**config.mk**
```make
export PLATFORM = sky130hd
export DESIGN_NAME = ucfr_core
export DESIGN_NICKNAME = d
export VERILOG_FILES = /design/src/inc/ucfr_pkg.sv /design/src/rtl/ucfr_timer.sv /design/src/rtl/ucfr_core.sv
export SDC_FILE = /design/constraint.sdc
export NUM_CORES = 1
export LEC_CHECK = 0
export ABC_AREA = 1
export BUFFER_PORTS_ARGS = -buffer_cell sky130_fd_sc_hd__buf_2
export CAP_MARGIN = 20
export CORE_MARGIN = 3
export CORE_UTILIZATION = 40
export CTS_CLUSTER_DIAMETER = 50
export DETAILED_ROUTE_END_ITERATION = 10
export SYNTH_ARGS = -nofsm -noshare
export SYNTH_HDL_FRONTEND = slang
export SYNTH_SLANG_ARGS = --single-unit
```
**constraint.sdc**
```tcl
create_clock -name CLK -period 2.4 [get_ports CLK]
set_input_delay 0.12 -clock CLK [delete_from_list [all_inputs] [get_ports CLK]]
set_output_delay 0.12 -clock CLK [all_outputs]
set_load 0.01 [all_outputs]
```
**src/inc/ucfr_pkg.sv**
```systemverilog
// Constants and types for the undercurrent fault response sequencer
package ucfr_pkg;

  // Command code of the response byte
  localparam logic [7:0] CMD_UC_RESPONSE = 8'h00E6;

  // Field positions of the response byte
  localparam int RESP_MODE_HI  = 7;
  localparam int RESP_MODE_LO  = 6;
  localparam int RESP_RETRY_HI = 5;
  localparam int RESP_RETRY_LO = 3;
  localparam int RESP_UNITS_HI = 2;
  localparam int RESP_UNITS_LO = 0;

  // Reset value of the response byte
  localparam logic [7:0] RESP_RESET = 8'h0000;

  // Response codes
  localparam logic [1:0] MODE_IGNORE   = 2'h0;
  localparam logic [1:0] MODE_CONTINUE = 2'h1;
  localparam logic [1:0] MODE_SHUTDOWN = 2'h2;
  localparam logic [1:0] MODE_HOLD     = 2'h3;

  // Retry codes
  localparam logic [2:0] RETRY_NONE    = 3'h0;
  localparam logic [2:0] RETRY_FOREVER = 3'h7;

  // Timing
  localparam int CLK_PERIOD_PS   = 5000;
  localparam int CONT_UNIT_US    = 10000;
  localparam int RETRY_UNIT_US   = 8200;
  localparam int PS_PER_US       = 1000000;
  localparam int CONT_UNIT_CYC   = CONT_UNIT_US * (PS_PER_US / CLK_PERIOD_PS);
  localparam int RETRY_UNIT_CYC  = RETRY_UNIT_US * (PS_PER_US / CLK_PERIOD_PS);
  localparam int UNIT_CNT_W      = 21;

  // Sequencer states, Gray coded along the delay and retry path
  typedef enum logic [2:0] {
    ST_RUN      = 3'h0,
    ST_DELAY    = 3'h1,
    ST_OFF_WAIT = 3'h3,
    ST_RESTART  = 3'h2,
    ST_LATCHED  = 3'h6,
    ST_HOLD     = 3'h7
  } ucfr_state_t;

endpackage : ucfr_pkg

```
**src/rtl/ucfr_timer.sv**
```systemverilog
// Delay timer counting whole units of a programmable cycle length
`timescale 1ns/10ps
module ucfr_timer (
  // Clock and reset
  input  wire logic                             clk,
  input  wire logic                             nrst,
  input  wire logic                             ce,
  // Control
  input  wire logic                             start,
  input  wire logic                             abort,
  input  wire logic [2:0]                       units,
  input  wire logic [ucfr_pkg::UNIT_CNT_W-1:0]  unit_cyc,
  // Status
  output logic                                  done
);

  logic                            busy_reg;
  logic                            busy_next;
  logic [ucfr_pkg::UNIT_CNT_W-1:0] cyc_reg;
  logic [ucfr_pkg::UNIT_CNT_W-1:0] cyc_next;
  logic [2:0]                      unit_reg;
  logic [2:0]                      unit_next;
  logic                            done_reg;
  logic                            done_next;

  always_comb
  begin
    busy_next = busy_reg;
    cyc_next  = cyc_reg;
    unit_next = unit_reg;
    done_next = 1'b0;
    if (abort)
    begin
      busy_next = 1'b0;
    end
    else if (start)
    begin
      busy_next = 1'b1;
      cyc_next  = '0;
      unit_next = units;
    end
    else if (busy_reg)
    begin
      if (unit_reg == 3'h0)
      begin
        busy_next = 1'b0;
        done_next = 1'b1;
      end
      else if (cyc_reg == unit_cyc - 1'b1)
      begin
        cyc_next  = '0;
        unit_next = unit_reg - 3'h1;
      end
      else
      begin
        cyc_next = cyc_reg + 1'b1;
      end
    end
  end

  always_ff @(posedge clk or negedge nrst)
  begin
    if (!nrst)
    begin
      busy_reg <= 1'b0;
      cyc_reg  <= '0;
      unit_reg <= 3'h0;
      done_reg <= 1'b0;
    end
    else if (ce)
    begin
      busy_reg <= busy_next;
      cyc_reg  <= cyc_next;
      unit_reg <= unit_next;
      done_reg <= done_next;
    end
  end

  assign done = done_reg;

endmodule : ucfr_timer

```
**src/rtl/ucfr_core.sv**
```systemverilog
// Undercurrent fault response sequencer with its command byte
//
// Summary of operation
// RULE1: Bits 7:6 pick response; always alert and status
// RULE2: Code 00 flags fault, output keeps running
// RULE3: Code 01 runs for delay, then retry
// RULE4: Code 10 shuts output at once, then retry
// RULE5: Code 11 holds output off while fault persists
// RULE6: Bits 5:3 set number of restart attempts
// RULE7: Retry 000 stays off until fault cleared
// RULE8: Retry 111 retries until disabled or other fault
// RULE9: Bits 2:0 units, 10 ms for continue delay
// RULE10: Same units are 8.2 ms between restarts
// RULE11: Layout standard, sets the undercurrent status bit
// RULE12: Whole byte read and written at code E6
// RULE13: Retry 001..110 tries that often, then stays off
// RULE14: Clear or rewrite resets attempts and timer
// RULE15: Fault input taken synchronous on the clock
`timescale 1ns/10ps
module ucfr_core #(
  parameter logic [ucfr_pkg::UNIT_CNT_W-1:0] CONT_UNIT_CYC =
    ucfr_pkg::UNIT_CNT_W'(ucfr_pkg::CONT_UNIT_CYC),
  parameter logic [ucfr_pkg::UNIT_CNT_W-1:0] RETRY_UNIT_CYC =
    ucfr_pkg::UNIT_CNT_W'(ucfr_pkg::RETRY_UNIT_CYC)
) (
  // Clock, reset, enable
  input  wire logic        CLK,
  input  wire logic        NRST,
  input  wire logic        CE,
  // Command port
  input  wire logic [7:0]  CMD_CODE,
  input  wire logic        CMD_WR,
  input  wire logic        CMD_RD,
  input  wire logic [7:0]  CMD_WDATA,
  output logic      [7:0]  CMD_RDATA,
  output logic             CMD_ACK,
  // Fault and system inputs
  input  wire logic        UC_FAULT,
  input  wire logic        CLEAR_FAULTS,
  input  wire logic        OUTPUT_EN_REQ,
  input  wire logic        OTHER_FAULT_SHDN,
  // Outputs
  output logic             OUTPUT_ENABLE,
  output logic             UC_STATUS,
  output logic             ALERT_LINE_N,
  output logic      [2:0]  ATTEMPT_COUNT,
  output logic      [2:0]  SEQ_STATE
);

  // Decode of the command code
  function automatic logic cmd_hit(input logic [7:0] code);
    cmd_hit = (code == ucfr_pkg::CMD_UC_RESPONSE);
  endfunction : cmd_hit

  // Command register group
  logic [7:0] resp_reg;
  logic [7:0] resp_next;
  logic [7:0] rdata_reg;
  logic [7:0] rdata_next;
  logic       ack_reg;
  logic       ack_next;
  logic       cfg_write;

  // Field views
  logic [1:0] mode;
  logic [2:0] retry;
  logic [2:0] units;

  // Sequencer group
  ucfr_pkg::ucfr_state_t state_reg;
  ucfr_pkg::ucfr_state_t state_next;
  logic [2:0]            attempt_reg;
  logic [2:0]            attempt_next;
  logic                  status_reg;
  logic                  status_next;
  logic                  alert_n_reg;
  logic                  alert_n_next;
  logic                  out_en_reg;
  logic                  out_en_next;

  // Timer control
  logic                                  tmr_start;
  logic                                  tmr_abort;
  logic                                  tmr_done;
  logic [ucfr_pkg::UNIT_CNT_W-1:0]       tmr_unit;
  logic                                  reset_seq;
  logic                                  stop_retry;

  assign cfg_write = CMD_WR && cmd_hit(CMD_CODE);

  assign mode  = resp_reg[ucfr_pkg::RESP_MODE_HI:ucfr_pkg::RESP_MODE_LO];
  assign retry = resp_reg[ucfr_pkg::RESP_RETRY_HI:ucfr_pkg::RESP_RETRY_LO];
  assign units = resp_reg[ucfr_pkg::RESP_UNITS_HI:ucfr_pkg::RESP_UNITS_LO];

  // Command port: full byte stored and returned
  always_comb
  begin
    resp_next  = resp_reg;
    rdata_next = rdata_reg;
    ack_next   = 1'b0;
    if (cfg_write)
    begin
      resp_next = CMD_WDATA; // RULE12
      ack_next  = 1'b1;
    end
    else if (CMD_RD && cmd_hit(CMD_CODE))
    begin
      rdata_next = resp_reg; // RULE12
      ack_next   = 1'b1;
    end
  end

  always_ff @(posedge CLK or negedge NRST)
  begin
    if (!NRST)
    begin
      resp_reg  <= ucfr_pkg::RESP_RESET;
      rdata_reg <= 8'h0000;
      ack_reg   <= 1'b0;
    end
    else if (CE)
    begin
      resp_reg  <= resp_next;
      rdata_reg <= rdata_next;
      ack_reg   <= ack_next;
    end
  end

  // Restart and abort conditions
  assign reset_seq  = CLEAR_FAULTS || cfg_write; // RULE14
  assign stop_retry = !OUTPUT_EN_REQ || OTHER_FAULT_SHDN; // RULE8

  // Sequencer: next state, attempts, timer requests
  always_comb
  begin
    state_next   = state_reg;
    attempt_next = attempt_reg;
    tmr_start    = 1'b0;
    tmr_abort    = 1'b0;
    tmr_unit     = RETRY_UNIT_CYC; // RULE10
    if (reset_seq)
    begin
      state_next   = ucfr_pkg::ST_RUN; // RULE14
      attempt_next = 3'h0;
      tmr_abort    = 1'b1;
    end
    else
    begin
      case (state_reg)
        ucfr_pkg::ST_RUN:
        begin
          attempt_next = 3'h0;
          if (UC_FAULT && OUTPUT_EN_REQ && !OTHER_FAULT_SHDN) // RULE15
          begin
            case (mode) // RULE1
              ucfr_pkg::MODE_IGNORE:
              begin
                state_next = ucfr_pkg::ST_RUN; // RULE2
              end
              ucfr_pkg::MODE_CONTINUE:
              begin
                state_next = ucfr_pkg::ST_DELAY; // RULE3
                tmr_start  = 1'b1;
                tmr_unit   = CONT_UNIT_CYC; // RULE9
              end
              ucfr_pkg::MODE_SHUTDOWN:
              begin
                if (retry == ucfr_pkg::RETRY_NONE)
                begin
                  state_next = ucfr_pkg::ST_LATCHED; // RULE7
                end
                else
                begin
                  state_next = ucfr_pkg::ST_OFF_WAIT; // RULE4
                  tmr_start  = 1'b1;
                end
              end
              ucfr_pkg::MODE_HOLD:
              begin
                state_next = ucfr_pkg::ST_HOLD; // RULE5
              end
              default:
              begin
                state_next = ucfr_pkg::ST_RUN;
              end
            endcase
          end
        end
        ucfr_pkg::ST_DELAY:
        begin
          tmr_unit = CONT_UNIT_CYC; // RULE9
          if (stop_retry)
          begin
            state_next = ucfr_pkg::ST_RUN;
            tmr_abort  = 1'b1;
          end
          else if (tmr_done)
          begin
            if (!UC_FAULT)
            begin
              state_next = ucfr_pkg::ST_RUN;
            end
            else if (retry == ucfr_pkg::RETRY_NONE)
            begin
              state_next = ucfr_pkg::ST_LATCHED; // RULE3
            end
            else
            begin
              state_next = ucfr_pkg::ST_OFF_WAIT; // RULE3
              tmr_start  = 1'b1;
            end
          end
        end
        ucfr_pkg::ST_OFF_WAIT:
        begin
          if (stop_retry)
          begin
            state_next = ucfr_pkg::ST_RUN; // RULE8
            tmr_abort  = 1'b1;
          end
          else if (tmr_done)
          begin
            state_next   = ucfr_pkg::ST_RESTART; // RULE6
            attempt_next = attempt_reg + 3'h1;
            tmr_start    = 1'b1; // RULE10
          end
        end
        ucfr_pkg::ST_RESTART:
        begin
          if (stop_retry)
          begin
            state_next = ucfr_pkg::ST_RUN; // RULE8
            tmr_abort  = 1'b1;
          end
          else if (UC_FAULT)
          begin
            if (retry != ucfr_pkg::RETRY_FOREVER && attempt_reg >= retry)
            begin
              state_next = ucfr_pkg::ST_LATCHED; // RULE13
              tmr_abort  = 1'b1;
            end
            else
            begin
              state_next = ucfr_pkg::ST_OFF_WAIT; // RULE8
            end
          end
          else if (tmr_done)
          begin
            state_next   = ucfr_pkg::ST_RUN;
            attempt_next = 3'h0;
          end
        end
        ucfr_pkg::ST_LATCHED:
        begin
          state_next = ucfr_pkg::ST_LATCHED; // RULE7
        end
        ucfr_pkg::ST_HOLD:
        begin
          if (!UC_FAULT)
          begin
            state_next = ucfr_pkg::ST_RUN; // RULE5
          end
        end
        default:
        begin
          state_next = ucfr_pkg::ST_RUN;
        end
      endcase
    end
  end

  // Status and alert latch on the fault input until CLEAR_FAULTS, output enable follows the next state
  always_comb
  begin
    status_next = status_reg;
    if (CLEAR_FAULTS)
    begin
      status_next = 1'b0;
    end
    if (UC_FAULT)
    begin
      status_next = 1'b1; // RULE11
    end
    alert_n_next = !status_next; // RULE1
    case (state_next)
      ucfr_pkg::ST_RUN,
      ucfr_pkg::ST_DELAY,
      ucfr_pkg::ST_RESTART:
      begin
        out_en_next = OUTPUT_EN_REQ; // RULE2
      end
      default:
      begin
        out_en_next = 1'b0; // RULE4
      end
    endcase
  end

  always_ff @(posedge CLK or negedge NRST)
  begin
    if (!NRST)
    begin
      state_reg   <= ucfr_pkg::ST_RUN;
      attempt_reg <= 3'h0;
      status_reg  <= 1'b0;
      alert_n_reg <= 1'b1;
      out_en_reg  <= 1'b0;
    end
    else if (CE)
    begin
      state_reg   <= state_next;
      attempt_reg <= attempt_next;
      status_reg  <= status_next;
      alert_n_reg <= alert_n_next;
      out_en_reg  <= out_en_next;
    end
  end

  // Delay and retry interval timer
  ucfr_timer u_timer (
    .clk      (CLK),
    .nrst     (NRST),
    .ce       (CE),
    .start    (tmr_start),
    .abort    (tmr_abort),
    .units    (units),
    .unit_cyc (tmr_unit),
    .done     (tmr_done)
  );

  // Outputs
  assign CMD_RDATA     = rdata_reg;
  assign CMD_ACK       = ack_reg;
  assign OUTPUT_ENABLE = out_en_reg;
  assign UC_STATUS     = status_reg;
  assign ALERT_LINE_N  = alert_n_reg;
  assign ATTEMPT_COUNT = attempt_reg;
  assign SEQ_STATE     = state_reg;

endmodule : ucfr_core

```
==> flow_summary.ini, run 1 <==
[die]
core-area_um2 = 7810
start_util_pct = 41.7
die_area_um2 = 9250
fp.dieW_um = 96.2
boundaryPins = 43
rows = 32
die_y_um = 96.2

[drt]
num_vias = 3052
post_drt_wl_per_cell_um = 13.0
drc_errors = 0
ant_nets = 0
viasPerCell = 5.07
initialDrtViolationCount = 152
drt-pass1-iter-count = 5
wirelength_um = 7830

[placed_design]
placed_area_um2 = 3630
dp_slack_ns = -0.00158
hpwl_um = 5920
globalplace.congestion = 0.877
place.port_buffers = 42

[setup_path]
critical_path_class = flip-flop to flip-flop
worst_setup_path_start_kind = flip-flop
rr_worst_depth = 17
crit_path_end_kind = flip-flop
cp.required_ns = 2.62
worst-path-max-fanout = 8
crit_arrival_ns = 2.43

[yosys]
syn_area_um2 = 3250
synth.top_cell.area_share_pct = 39.2
ys_ff_latch = 52
seq_area_frac_synth_pct = 40.1
synth_compound_area_share_pct = 11.1
synth_top_area_cell = dfrtp_1
synth_xor_xnor_area_share_pct = 1.35
syn_area_per_cell_um2 = 7.41
synth_simple_gate_area_share_pct = 33.8
synth_area_leaders = dfrtp_1, nand2_1, nor2_1
synth_top_family_by_area = simple AND/OR/NAND/NOR gates
syn_nets = 478
synthCells = 439
synth_mux_area_share_pct = 0
synthAdderAreaFrac_pct = 5.39
yosysWarningCount = 0
synth.distinct_cells = 35

[clock_network]
cts_tree = done
root_buffer = clkbuf_8
clkSlewWorstSetupHoldPaths_ns = 0.10
clock-sinks = 52
cts.path.max_buffers = 2
htreeDepth = 2
cts_made_buffers = 5
clkLatencyLatePin_ns = 0.32

[finish]
final_cell_mix = nand2_1, nor2_1, dfrtp_1
mostFrequentLayoutCell = nand2_1
antenna_cells = 0
nets = 538
drive_gt1_share_pct = 21.2
syn_to_final_growth_pct = 18.4
largest_register_ffs = 21
finish.instance_area_um2 = 3850

[global_routing]
grt_first_pass_wirelength_um = 13200
antenna_found_initial = 0
track_usage_pct = 18.1
grt_max_degree = 53
overflow = 0
grt_pass1_vias = 2824

[sta]
finalClockSkew_ns = 0.00614
fin_ws_ns = 0.187
finalSetupViolCount = 0
grt_setup_unrepaired = false
period_minus_slack_ns = 2.21
drv_slew = 0
period_share_pct = 92.2
max_freq_mhz = 452
worstMarginPinSlew_ns = 0.663
final_hold_viol_count = 0
fin_hold_ws_ns = 0.0411
slew-limit-headroom_pct = 55.8

[power]
cellLeakagePower_nw = 2.02
finalPower_w = 0.00168
peakVddDrop_mv = 0.229
cellPowerDensity_nw_per_um2 = 438

[worst_hold_path]
holdPathStages = 3
min_path_type = input port to flip-flop

[run_status]
status = finished, final reports clean

[run]
drv_cap = 0
==> stage by stage <==
step / TNS, ns / utilization, % / std cells
floorplan: 0 / - / 439
CTS: 0 / 47.9 / 596
global route: 0 / 49.3 / 602
finish: 0 / 49.3 / 602
global placement: 0 / 46.5 / 587
detailed placement: -0.00270 / 46.5 / 587
==> critical path, cell delays in order (launching register included) <==
cell	delay (ns)
dfrtp_1	0.40
inv_2	0.08
ha_4	0.14
nand3_2	0.07
nand2_2	0.11
nand3_4	0.12
inv_4	0.11
ha_4	0.20
nand2_1	0.06
nand2_1	0.05
nor2_1	0.08
nand2_1	0.06
nor2_1	0.11
nand3_1	0.11
nand2_2	0.17
nand2_8	0.11
inv_4	0.10
nor2_1	0.05
==> synth_stat cells <==
library cell,n
nand2_1,101
nor2_1,59
dfrtp_1,51
inv_1,47
nand3_1,36
o21ai_0,28
a21oi_1,18
nand4_1,17
ha_1,14
nor3_1,7
inv_2,6
clkbuf_1,5
nand2_2,5
o211ai_1,4
o21bai_2,4
xor2_1,4
buf_6,3
nand3_2,3
nand3b_1,3
nor2_4,3
a21o_1,2
buf_2,2
nand2_4,2
nor2_2,2
nor4_1,2
o21ai_1,2
a211oi_1,1
buf_4,1
dfstp_2,1
o2111ai_1,1
o21bai_1,1
o31ai_1,1
or2_2,1
or3_1,1
xnor2_1,1
==> kinds of logic after synthesis <==
| logic type | count (synthesis) |
|---|---|
| and+or+nand+nor | 242 |
| DFF | 52 |
| buffers and inverters | 64 |
| xor gates and xnor gates | 5 |
| AOI/OAI and AO/OA | 62 |
| adders and majority gates | 14 |
==> area by class of cell <==
type / count / area, um^2
clock inverter: 3 / 25.0
sequential: 52 / 1300
inverter: 53 / 209
timing repair inverter: 1 / 6.26
timing repair buffer: 63 / 370
multi-input combinational: 323 / 1740
fill: 786 / 3960
tap: 102 / 128
clock buffer: 5 / 68.8
==> metal layers <==
layer  track usage (%)  wire length (um)  vias up
li1                  -                 -     1552
met1              25.5              3850     1407
met2              28.6              3530       84
met3              3.05               348        9
met4              4.86               102        0
met5                 0                 0        -
==> power by group <==
| part | leakage [nW] | internal, W | switching [W] |
|---|---|---|---|
| clock | 0.0452 | 0.000213 | 0.000323 |
| combinational | 1.37 | 0.0000849 | 0.000133 |
| sequential | 0.605 | 0.000907 | 0.0000238 |
==> path summary, 6_finish.rpt <==
kind                                          start                   to  slack, ns
worst max-delay path                    resp_reg[7]   u_timer.cyc_reg[8]       0.19
worst min-delay path                   CMD_WDATA[3]          resp_reg[3]       0.04
worst max register to register          resp_reg[7]   u_timer.cyc_reg[8]       0.19
worst min register to register  u_timer.unit_reg[0]  u_timer.unit_reg[0]       0.49
max in group asynchronous                      NRST  u_timer.cyc_reg[19]       1.52
min in group asynchronous                      NRST     ATTEMPT_COUNT[0]       0.45
==> repair_timing <==
| item | in CTS | in global routing |
|---|---|---|
| setup buffers | 0 | 5 |
| gates resized for setup | 1 | 15 |
| setup endpoints to repair | 11 | 19 |
| hold buffers | 1 | 0 |
| endpoints found under the hold margin | 51 | 0 |
| cloned | 0 | 1 |
| pin swaps | 0 | 7 |
(Power assumes the default switching activity.)
==> run 2: changes to the inputs <==
--- a/config.mk
+++ b/config.mk
@@ -12,6 +12,7 @@
 export CORE_UTILIZATION = 40
 export CTS_CLUSTER_DIAMETER = 50
 export DETAILED_ROUTE_END_ITERATION = 10
+export RECOVER_POWER = 100
 export SYNTH_ARGS = -nofsm -noshare
 export SYNTH_HDL_FRONTEND = slang
 export SYNTH_SLANG_ARGS = --single-unit
==> run 2 against run 1 <==
Against the previous run: critical path depth decreased by 3; wire length is 0.17% higher; worst setup slack improved by 0.0085 ns; global-route usage did not move; clock-buffer cell count did not move; sequential cell count is the same; clock power hardly changed; first-iteration DRC count is 2.0% lower; critical endpoint is now u_timer.unit_reg[1]; largest cell class unchanged.
==> flow_summary.ini, run 2 (synthesized netlist as in run 1, its figures left out) <==
[die]
die_y_um = 96.2
boundaryPins = 43
start_util_pct = 41.7
core-area_um2 = 7810
fp.dieW_um = 96.2
rows = 32
die_area_um2 = 9250

[placed_design]
globalplace.congestion = 0.877
hpwl_um = 5920
place.port_buffers = 42
dp_slack_ns = -0.00158

[power]
finalPower_w = 0.00168
cellLeakagePower_nw = 1.95
cellPowerDensity_nw_per_um2 = 441
peakVddDrop_mv = 0.226

[sta]
final_hold_viol_count = 0
finalSetupViolCount = 0
drv_slew = 0
max_freq_mhz = 454
finalClockSkew_ns = 0.00544
period_minus_slack_ns = 2.20
fin_setup_tns_ns = 0
fin_ws_ns = 0.195
worstMarginPinSlew_ns = 1.31
slew-limit-headroom_pct = 12.9
period_share_pct = 91.9
grt_setup_unrepaired = false

[clock_network]
htreeDepth = 2
clkLatencyLatePin_ns = 0.32
cts_tree = done
clkSlewWorstSetupHoldPaths_ns = 0.10
clock-sinks = 52
root_buffer = clkbuf_8
cts_made_buffers = 5
cts.path.max_buffers = 2

[setup_path]
endpoint = u_timer.unit_reg[1]
crit_arrival_ns = 2.42
critical_path_class = flip-flop to flip-flop
crit_path_max_incr_delay_ns = 0.45
crit_path_end_kind = flip-flop
crit_chain = ha_4 > nand3_2 > nand2_2 > nand3_4 > inv_4 > ha_1 > or2_2 > o2111ai_1 > nor2_1 > nand3_1 > nand2_2 > buf_4 > nand3_1 > nand2_1
r2r-start = resp_reg[6]
cp.required_ns = 2.62
rr_worst_depth = 14
cp_slowest_cell = dfrtp_1
worst-path-max-fanout = 5
worst_setup_path_start_kind = flip-flop
reg2reg_slack_ns = 0.20
r2r_end = u_timer.unit_reg[1]
crit_start = resp_reg[6]

[finish]
syn_to_final_growth_pct = 17.2
n_fill_cell = 803
mostFrequentLayoutCell = nand2_1
nets = 538
antenna_cells = 0
largest_register_ffs = 21
drive_gt1_share_pct = 17.4
final_cell_mix = nand2_1, nor2_1, dfrtp_1

[global_routing]
track_usage_pct = 18.1
overflow = 0
grt_first_pass_wirelength_um = 13200
grt_pass1_vias = 2824
grt_max_degree = 53
antenna_found_initial = 0

[drt]
ant_nets = 0
post_drt_wl_per_cell_um = 13.0
num_vias = 3055
drt-pass1-iter-count = 6
initialDrtViolationCount = 149
wirelength_um = 7840
drc_errors = 0
viasPerCell = 5.07

[run_status]
status = finished, final reports clean

[run]
drv_cap = 0

[worst_hold_path]
min_path_type = input port to flip-flop
==> run 2: how the worst min path moves through the flow <==
stage	start	to	slack, ns	depth (start not counted)
CTS	CMD_WDATA[3]	resp_reg[3]	0.03	3
global placement	NRST	ATTEMPT_COUNT[0]	0.29	2
floorplan	NRST	ATTEMPT_COUNT[0]	-0.18	0
detailed placement	NRST	SEQ_STATE[2]	0.29	2
global route	CMD_WDATA[4]	resp_reg[4]	0.04	3
finish	CMD_WDATA[3]	resp_reg[3]	0.04	3
==> run 2: critical path: cells and delay by family, from the launching register on <==
| kind | cells | cell delay [ns] |
|---|---|---|
| simple gates | 9 | 0.95 |
| flops | 1 | 0.45 |
| fa+ha+maj | 2 | 0.38 |
| compound gates | 1 | 0.09 |
| buf+inv | 2 | 0.23 |
==> run 2: metrics by stage <==
stage	cells	area [um^2]	utilization [%]	hold slack [ns]
global placement	587	3630	46.5	0.290
detailed placement	587	3630	46.5	0.288
CTS	596	3740	47.9	0.0330
global route	602	3810	48.8	0.0355
finish	602	3810	48.8	0.0409
floorplan	439	3250	-	-0.176
==> run 2: per-layer routing <==
layer | part of all wire [%] | vias up | GRT usage, %
li1 | - | 1553 | -
met1 | 49 | 1411 | 25.5
met2 | 45 | 82 | 28.6
met3 | 4.7 | 9 | 3.05
met4 | 1.3 | 0 | 4.86
met5 | 0 | - | 0
==> run 2: where the power goes <==
| part | switching, W | internal (W) | total [W] | leakage [nW] |
|---|---|---|---|---|
| clock | 0.000324 | 0.000213 | 0.000538 | 0.0452 |
| sequential | 0.0000243 | 0.000907 | 0.000932 | 0.605 |
| combinational | 0.000132 | 0.0000789 | 0.000211 | 1.30 |
==> run 2: final cells by class <==
type | instances | area, um^2 | share of cell area [%]
clock buffers | 5 | 68.8 | 1.81
inverters | 53 | 209 | 5.48
repair buffers | 63 | 335 | 8.80
repair inverters | 1 | 6.26 | 0.164
clock inverters | 3 | 25.0 | 0.657
flip-flops and latches | 52 | 1300 | 34.2
multi-input cells | 323 | 1740 | 45.6
well taps | 102 | 128 | 3.35
==> run 2: repair_timing <==
action | CTS | global route
gates cloned | 0 | 1
setup endpoints to repair | 11 | 19
gates resized for setup | 1 | 15
hold endpoints to repair | 51 | 0
hold buffers | 1 | 0
pin swaps | 0 | 7
setup buffers | 0 | 5
